===== config.mk =====
export PLATFORM = sky130hd
export DESIGN_NAME = lfpr_fuse_readback
export DESIGN_NICKNAME = d
export VERILOG_FILES = /design/src/hw/lfpr_pkg.sv /design/src/hw/lfpr_fuse_readback.sv
export SDC_FILE = /design/constraint.sdc
export NUM_CORES = 1
export LEC_CHECK = 0
export BUFFER_PORTS_ARGS = -buffer_cell sky130_fd_sc_hd__buf_4
export CORE_UTILIZATION = 40
export CTS_CLUSTER_DIAMETER = 80
export DETAILED_ROUTE_END_ITERATION = 10
export PLACE_DENSITY = 0.78
export SLEW_MARGIN = 20
export SYNTH_ARGS = -nofsm -noshare
export SYNTH_HDL_FRONTEND = slang
export SYNTH_SLANG_ARGS = --single-unit

===== constraint.sdc =====
create_clock -name i_ref_clk -period 27.6 [get_ports i_ref_clk]
set_clock_uncertainty 0.2 [all_clocks]
set_input_delay 6.9 -clock i_ref_clk [delete_from_list [all_inputs] [get_ports i_ref_clk]]
set_output_delay 6.9 -clock i_ref_clk [all_outputs]
set_load 0.05 [all_outputs]

===== src/hw/lfpr_pkg.sv =====
// Package for the fuse readback command handler: constants and carrier types.
package lfpr_pkg;

   localparam logic [7:0] LFPR_PID_MASTER_REQ   = 8'h3c;
   localparam logic [7:0] LFPR_PID_SLAVE_RSP    = 8'h7d;
   localparam logic [7:0] LFPR_APP_CMD          = 8'h80;
   localparam logic [6:0] LFPR_CMD_READ_HALF1   = 7'h04;
   localparam logic [6:0] LFPR_CMD_READ_HALF2   = 7'h05;
   localparam logic [7:0] LFPR_FILL_BYTE        = 8'hff;
   localparam logic [1:0] LFPR_ADDR_TOP_BITS    = 2'b11;
   localparam int         LFPR_NUM_DATA         = 8;
   localparam int         LFPR_NUM_COEF         = 9;
   localparam int         LFPR_FIRST_ROW_COEFS  = 3;
   localparam int         LFPR_FILL_FIRST_BYTE  = 4;

   typedef logic [7:0] lfpr_byte_t;
   typedef lfpr_byte_t [1:LFPR_NUM_DATA] lfpr_data_t;
   typedef lfpr_byte_t [0:LFPR_NUM_COEF-1] lfpr_coef_t;

   // One LIN frame as seen by the frame layer: protected identifier, data, checksum.
   typedef struct packed {
      lfpr_byte_t pid;
      lfpr_data_t data;
      lfpr_byte_t checksum;
   } lfpr_frame_t;

   // Contents of the one-time-programmable configuration memory.
   typedef struct packed {
      logic       low_rate;
      logic       diag_suppress_all;
      logic       default_cfg;
      logic       error_report_off;
      logic       thermal_warn_level;
      logic       fuse_lock_first;
      logic       commands_disable_fuse;
      logic [5:0] node_address;
      lfpr_coef_t calib_matrix_coef;
      logic       fuse_lock_second;
      logic       pwm_rate_select;
      logic       thermal_control;
      logic [3:0] group_number;
   } lfpr_fuse_t;

   localparam lfpr_frame_t LFPR_FRAME_RESET = '0;

endpackage


===== src/hw/lfpr_fuse_readback.sv =====
// Fuse contents readback command handler of a LIN slave, frame level.
`timescale 1ns/10ps
module lfpr_fuse_readback (
   input  wire logic                 i_ref_clk,
   input  wire logic                 i_reset_n,
   input  wire lfpr_pkg::lfpr_fuse_t i_fuse,
   input  wire logic                 i_req_valid,
   input  wire lfpr_pkg::lfpr_frame_t i_req_frame,
   input  wire logic                 i_rsp_hdr_valid,
   input  wire logic [7:0]           i_rsp_hdr_pid,
   input  wire logic                 i_cmd_valid,
   input  wire logic                 i_cmd_is_color_short,
   input  wire logic                 i_cmd_is_intensity,
   output logic                      o_cmd_accept,
   output logic                      o_cmds_disabled,
   output logic                      o_req_taken,
   output logic                      o_rsp_valid,
   output lfpr_pkg::lfpr_frame_t     o_rsp_frame
);

   typedef enum logic [1:0] {
      LFPR_IDLE,
      LFPR_HALF1_PENDING,
      LFPR_HALF2_PENDING
   } lfpr_state_t;

   // Classic checksum: carry-wrapping byte sum over data only, then inverted.
   function automatic lfpr_pkg::lfpr_byte_t lfpr_checksum(input lfpr_pkg::lfpr_data_t d);
      logic [8:0] acc;
      acc = 9'h000;
      for (int k = 1; k <= lfpr_pkg::LFPR_NUM_DATA; k++) begin
         acc = {1'b0, acc[7:0]} + {1'b0, d[k]} + {8'h00, acc[8]};
      end
      acc = {1'b0, acc[7:0]} + {8'h00, acc[8]};
      return ~acc[7:0];
   endfunction

   lfpr_state_t           state_reg;
   lfpr_state_t           state_next;
   logic                  rsp_valid_reg;
   lfpr_pkg::lfpr_frame_t rsp_frame_reg;
   lfpr_pkg::lfpr_frame_t rsp_frame_next;

   wire logic [7:0] addr_byte = {lfpr_pkg::LFPR_ADDR_TOP_BITS, i_fuse.node_address};
   wire lfpr_pkg::lfpr_coef_t coef = i_fuse.calib_matrix_coef;
   wire lfpr_pkg::lfpr_data_t rq = i_req_frame.data;

   // Fill bytes four to eight must all read 0xff.
   logic [lfpr_pkg::LFPR_NUM_DATA:lfpr_pkg::LFPR_FILL_FIRST_BYTE] fill_ok;
   genvar g;
   generate
      for (g = lfpr_pkg::LFPR_FILL_FIRST_BYTE; g <= lfpr_pkg::LFPR_NUM_DATA; g++) begin : g_fill
         assign fill_ok[g] = (rq[g] == lfpr_pkg::LFPR_FILL_BYTE);
      end
   endgenerate

   wire logic cmds_off   = i_fuse.commands_disable_fuse;
   wire logic req_frame  = i_req_valid && (i_req_frame.pid == lfpr_pkg::LFPR_PID_MASTER_REQ);
   wire logic csum_ok    = (i_req_frame.checksum == lfpr_checksum(rq));
   wire logic head_ok    = (rq[1] == lfpr_pkg::LFPR_APP_CMD) && (rq[3] == addr_byte)
                           && (&fill_ok);
   wire logic is_half1   = (rq[2] == {1'b1, lfpr_pkg::LFPR_CMD_READ_HALF1});
   wire logic is_half2   = (rq[2] == {1'b1, lfpr_pkg::LFPR_CMD_READ_HALF2});
   wire logic req_good   = req_frame && csum_ok && head_ok && !cmds_off;
   wire logic take_half1 = req_good && is_half1;
   wire logic take_half2 = req_good && is_half2;
   wire logic rsp_slot   = i_rsp_hdr_valid && (i_rsp_hdr_pid == lfpr_pkg::LFPR_PID_SLAVE_RSP);
   wire logic rsp_fire   = rsp_slot && (state_reg != LFPR_IDLE);

   // First half: address, configuration flags, first coefficient row.
   wire lfpr_pkg::lfpr_data_t half1_data;
   assign half1_data[1] = addr_byte;
   assign half1_data[2] = {6'h3f, i_fuse.low_rate, i_fuse.diag_suppress_all};
   assign half1_data[3] = 8'hff;
   assign half1_data[4] = {i_fuse.default_cfg, i_fuse.error_report_off,
                           i_fuse.thermal_warn_level, 5'h1f};
   assign half1_data[5] = {i_fuse.fuse_lock_first, i_fuse.commands_disable_fuse,
                           i_fuse.node_address};
   generate
      for (g = 0; g < lfpr_pkg::LFPR_FIRST_ROW_COEFS; g++) begin : g_row1
         assign half1_data[6 + g] = coef[g];
      end
   endgenerate

   // Second half: address, remaining six coefficients, second flag byte.
   wire lfpr_pkg::lfpr_data_t half2_data;
   assign half2_data[1] = addr_byte;
   generate
      for (g = 0; g < lfpr_pkg::LFPR_NUM_COEF - lfpr_pkg::LFPR_FIRST_ROW_COEFS; g++) begin : g_rows
         assign half2_data[2 + g] = coef[lfpr_pkg::LFPR_FIRST_ROW_COEFS + g];
      end
   endgenerate
   assign half2_data[8] = {i_fuse.fuse_lock_second, i_fuse.pwm_rate_select, 1'b1,
                           i_fuse.thermal_control, i_fuse.group_number};

   wire lfpr_pkg::lfpr_data_t sel_data =
      (state_reg == LFPR_HALF2_PENDING) ? half2_data : half1_data;

   always_comb begin
      rsp_frame_next = rsp_frame_reg;
      if (rsp_fire) begin
         rsp_frame_next.pid      = lfpr_pkg::LFPR_PID_SLAVE_RSP;
         rsp_frame_next.data     = sel_data;
         rsp_frame_next.checksum = lfpr_checksum(sel_data);
      end
   end

   // A new master request frame always replaces what was pending; a bad one cancels it.
   always_comb begin
      state_next = state_reg;
      case (state_reg)
         LFPR_IDLE: begin
            state_next = LFPR_IDLE;
         end
         LFPR_HALF1_PENDING,
         LFPR_HALF2_PENDING: begin
            if (rsp_slot) begin
               state_next = LFPR_IDLE;
            end
         end
         default: begin
            state_next = LFPR_IDLE;
         end
      endcase
      if (take_half1) begin
         state_next = LFPR_HALF1_PENDING;
      end else if (take_half2) begin
         state_next = LFPR_HALF2_PENDING;
      end else if (req_frame) begin
         state_next = LFPR_IDLE;
      end
   end

   always_ff @(posedge i_ref_clk or negedge i_reset_n) begin
      if (!i_reset_n) begin
         state_reg     <= LFPR_IDLE;
         rsp_valid_reg <= 1'b0;
         rsp_frame_reg <= lfpr_pkg::LFPR_FRAME_RESET;
      end else begin
         state_reg     <= state_next;
         rsp_valid_reg <= rsp_fire;
         rsp_frame_reg <= rsp_frame_next;
      end
   end

   assign o_cmds_disabled = cmds_off;
   assign o_cmd_accept    = i_cmd_valid && (!cmds_off || i_cmd_is_color_short
                                            || i_cmd_is_intensity);
   assign o_req_taken     = take_half1 || take_half2;
   assign o_rsp_valid     = rsp_valid_reg;
   assign o_rsp_frame     = rsp_frame_reg;

endmodule // lfpr_fuse_readback


; After elaboration in Yosys (flattened, before gate mapping)
; Index checks and enable logic that the tools add are counted.
[totals]
reg_bits = 75
input_bits = 187
output_inout_bits = 84
wordCells = 81
[classes]
addsub = 28
n_eq_ne = 15
n_mux = 6
n_bitwise = 2
reduce_logical = 18
[op_table]
columns = cell, count
row1 = 8-bit by 8-bit adder with 9-bit output, 14
row2 = 9-bit by 1-bit adder with 9-bit output, 12
row3 = 8-bit == test (second input constant), 8
row4 = 56-bit 2-to-1 mux, 1
row5 = 8-bit by 1-bit adder with 8-bit output, 2
row6 = 8-bit == test, 2
row7 = 8-bit NOT, 2
row8 = 1-bit logical AND, 11
row9 = 2-bit 2-to-1 mux, 5
row10 = 8-bit by 6-bit == test with 1-bit output (second input constant), 1
row11 = 8-bit by 7-bit == test with 1-bit output (second input constant), 1
row12 = 5-bit inequality test (second input constant), 1
row13 = 5-bit AND reduction, 1
row14 = 1-bit logical OR, 3
row15 = 2-bit by 1-bit == test with 1-bit output (second input constant), 1
row16 = 2-bit == test (second input constant), 1
row17 = 2-bit nonzero test, 1
row18 = 2-bit OR reduction, 1
row19 = 1-bit zero test, 1

; Longest topological paths before layout
[logic_depth]
ltp_word = 22
ltp_mapped = 73

; Worst setup path before layout
; OpenSTA, ideal clock, no wires.
[synth_path]
path_kind = input to output
start = in i_req_frame[56] (netlist bit)
end = out o_req_taken
arrival_ns = 20.228
path_slack_ns = 0.272
stages = 70
n_path_buf = 0
path_cell_list = ha_1 > inv_1 > fa_1 > nor2b_1 > o21ai_0 > a21boi_0 > o21a_1 > o21ai_0 > nand2b_1 > a21o_1 > fa_1 > fa_1 > a21o_1 > a21oi_1 > o21bai_1 > a21oi_1 > nor2b_1 > o21ai_0 > [... 34 more ...] > nor2b_1 > o21ai_0 > nand2b_1 > fa_1 > fa_1 > a211oi_2 > o21ai_0 > and3_1 > o21ai_0 > nand2b_1 > ha_1 > ha_1 > xnor2_1 > nor4_1 > nand4_1 > nor2_1 > nand2_1 > nor2_1
[synth_between]
elab_chain_len = 21
elab_cells_between_ends = 24
classes_between = 14 x add/sub / 3 x eq/ne / 1 x bitwise / 6 x reduce/logical
[synth_rtl]
columns = element, line_no
row1 = from (decl), lfpr_fuse_readback.sv:8  ; input wire lfpr_pkg::lfpr_frame_t i_req_frame,
row2 = 8-bit by 8-bit adder with 9-bit output (2 in a row), lfpr_fuse_readback.sv:32  ; acc = {1'b0, acc[7:0]} + {1'b0, d[k]} + {8'h00, acc[8]};
row3 = 9-bit by 1-bit adder with 9-bit output, lfpr_fuse_readback.sv:32
row4 = 8-bit by 8-bit adder with 9-bit output, lfpr_fuse_readback.sv:32
row5 = 9-bit by 1-bit adder with 9-bit output, lfpr_fuse_readback.sv:32
row6 = 8-bit by 8-bit adder with 9-bit output, lfpr_fuse_readback.sv:32
row7 = 9-bit by 1-bit adder with 9-bit output, lfpr_fuse_readback.sv:32
row8 = 8-bit by 8-bit adder with 9-bit output, lfpr_fuse_readback.sv:32
row9 = 9-bit by 1-bit adder with 9-bit output, lfpr_fuse_readback.sv:32
row10 = [... 2 more ...], n/a
row11 = 8-bit by 8-bit adder with 9-bit output, lfpr_fuse_readback.sv:32
row12 = 9-bit by 1-bit adder with 9-bit output, lfpr_fuse_readback.sv:32
row13 = 8-bit by 1-bit adder with 8-bit output, lfpr_fuse_readback.sv:34  ; acc = {1'b0, acc[7:0]} + {8'h00, acc[8]};
row14 = 8-bit NOT, lfpr_fuse_readback.sv:35  ; return ~acc[7:0];
row15 = 8-bit == test, lfpr_fuse_readback.sv:59  ; wire logic csum_ok = (i_req_frame.checksum == lfpr_checksum(rq));
row16 = 1-bit logical AND (3 in a row), lfpr_fuse_readback.sv:64  ; wire logic req_good = req_frame && csum_ok && head_ok && !cmds_off;
row17 = "1-bit logical AND, on equally long branches", "lfpr_fuse_readback.sv:65, lfpr_fuse_readback.sv:66"
row18 = 1-bit logical OR (*), lfpr_fuse_readback.sv:149  ; assign o_req_taken = take_half1 || take_half2;
row19 = to (decl), lfpr_fuse_readback.sv:16  ; output logic o_req_taken,
; Every way passes the cells marked *; elsewhere a longest branch is shown, timed or not.

; Final worst setup path
; Ends and elaborated chain as after synthesis.

==> summary.txt <==
Worst setup path
  – Slowest-stage cell, CP: fa_1
  – Slowest cell delay on critical path: 390 ps
  – Startpoint types: input port
  – CP Data Arrival Time: 19640 ps
  – Crit path capture type: output port
  – Crit path max fanout: 4
  – Critical path required time: 20500 ps
  – Most used cell along the critical path: fa_2
  – Setup CP Type: input port to output port

Yosys
  – Most frequent cell after synthesis: nand2_1
  – Mux share of post-synthesis cell area: 0.0731
  – Post-synthesis async set-or-reset flop share: 1.00
  – Sequential share of the synthesized area: 0.232
  – Post-synthesis xor/xnor area fraction: 0.107
  – Synth unique cells: 58
  – Number of flops mapped to enable cells by yosys: 0
  – Synthesized cell area: 7970 um^2
  – Post-synth top area share: 0.232
  – Gate Count Post-Synth: 909
  – Adder-cell share of the synthesized area: 0.228
  – Main synth FF type: dfrtp_1
  – Post-synth top cells: nand2_1 (165), ha_1 (104), dfrtp_1 (74), a21oi_1 (60), xnor2_1 (59)
  – Mapped Avg Cell Area: 8.77 um^2
  – Cell taking the most area after synthesis: dfrtp_1
  – Compound-Gate Fraction of Synth Area: 0.137
  – Largest family of logic cells by synthesized area: adder cells
  – Post-synthesis simple-gate area fraction: 0.183
  – Top cells by area, synth: dfrtp_1 (23%), ha_1 (16%), nand2_1 (7.8%)
  – Yosys warning total: 0
  – Number of synthesized register bits: 74

Clock network
  – TritonCTS Buffers: 9
  – Clk buf depth: 2
  – Skew-Pair Late Insertion Delay: 330 ps
  – CTS Root Cell: clkbuf_16
  – TritonCTS clock tree: built
  – Clk sinks: 74
  – Clock slew at reported path FFs: 50 ps
  – H-Tree Depth: 3

Layout
  – # diodes: 0
  – Layout Utilization: 0.549
  – Final std cells w/o fill: 1450
  – Area delta synth->final: 34.5%
  – Largest register FFs: 71
  – Share of layout cells above drive strength 1: 0.333
  – Final instance area: 10700 um^2
  – Final nets: 1497

Floorplan
  – Die ar.: 20500 um^2
  – Cell row count: 51
  – Die height: 143 um
  – Area of the core: 19500 um^2
  – Num ports: 271
  – Starting Density: 0.408
  – Chip width: 143 um

Detailed routing
  – DRC viols: 0
  – DRT iter0 DRCs: 241
  – Vias/cell: 5.11
  – Vias post-DR: 7404
  – 1st-pass router iterations: 5
  – Post-route ant nets: 0
  – Routed WL: 24300 um
  – Drt wl/cell: 16.7 um

Place
  – HPWL after DPL: 20200 um
  – Port Buffer Count: 268
  – Routability congestion estimate: 0.920
  – Setup slack at placement: -365 ps
  – Placed inst area: 10300 um^2
  – Placed instance count: 1431

STA
  – Tcrit/Tclk final: 0.969
  – Worst-Margin Slew: 941 ps
  – Final worst slack: 863 ps
  – Final Setup Violations: 0
  – Final hold violation count: 0
  – Slew HR: 0.373
  – Fmax: 37.4 MHz
  – Final Critical Period: 26740 ps
  – Final slew viol count: 0

Global route
  – Largest net degree at the start of global routing: 75
  – Initial antenna violation count: 0
  – GRT Resource Usage Total: 0.233
  – First-pass GRT wire length: 36800 um
  – Vias in the first global route: 7206
  – Remaining global-route overflow: 0

Job
  – Max cap viols: 0

Min path
  – Min-delay worst type: flop to flop

Outcome
  – Status: complete, no violations
==> stage by stage <==
step | TNS, ps | hold slack [ps]
after detailed placement | -365 | 263
after floorplan | 0 | 257
after global routing | -51.6 | 298
after CTS | 0 | 278
after global placement | 0 | 259
final | 0 | 273
==> repair_timing <==
item	in CTS	in global routing
gates resized for setup	7	28
pin swaps	3	12
buffers inserted	0	3
hold buffers	0	0
setup endpoints to repair	1	1
==> final timing paths <==
| path | start | end | slack [ps] | cells after the start |
|---|---|---|---|---|
| worst max-delay path | i_req_frame[56] | o_req_taken | 860 | 72 |
| worst min-delay path | o_rsp_frame[38] | o_rsp_frame[38] | 270 | 2 |
| worst max register to register | state_reg[0] | o_rsp_frame[7] | 12340 | 70 |
| worst min register to register | o_rsp_frame[38] | o_rsp_frame[38] | 270 | 2 |
| max in group asynchronous | i_reset_n | o_rsp_frame[1] | 20080 | 1 |
| min in group asynchronous | i_reset_n | o_rsp_frame[38] | 6510 | 1 |
==> worst max-delay path: cells and delay by family <==
kind | cells | cell delay [ps]
fa+ha+maj | 16 | 5250
simple gates | 19 | 2040
xor+xnor | 1 | 140
buf+inv | 3 | 380
compound gates | 33 | 4860
==> logic make-up after synthesis <==
group / count (synthesis)
flip-flops: 74
AND/OR/NAND/NOR: 307
adder cells (fa/ha/maj): 130
XOR/XNOR: 95
buffers and inverters: 71
other: 1
AO/OA/AOI/OAI: 179
multiplexers: 52
==> placed cells by master (no fill, tap or decap), drive strengths merged, types with 3 or more instances in the layout <==
cell type and count:
a211oi 3, a21boi 4, a21o 24, a21oi 61
and3 3, buf 288, clkbuf 9, clkinv 3
dfrtp 74, fa 26, ha 104, inv 42
mux2 50, nand2 165, nand2b 32, nand3 7
nand4 11, nand4b 5, nor2 34, nor2b 17
nor3 5, nor3b 3, nor4 8, o211ai 3
o21a 3, o21ai 51, o21bai 21, or2 4
or3 3, xnor2 59, xor2 35
==> final cells by class <==
type | count | area (um^2)
fill | 1800 | 8800
multi-input combinational | 765 | 5900
timing repair buffer | 288 | 2170
sequential | 74 | 1850
tap | 265 | 332
clock buffer | 9 | 225
inverter | 42 | 158
clock inverter | 7 | 93.8
==> routing by layer <==
layer / GRT usage / up-vias / part of all wire
met4: 0.0792 / 0 / 0.032
met2: 0.396 / 219 / 0.48
met5: 0 / - / 0
met3: 0.0355 / 49 / 0.049
met1: 0.301 / 3463 / 0.44
li1: - / 3673 / -
Power is not shown: default switching activity piles up to over one toggle a cycle in this logic, so the estimate is an artifact.
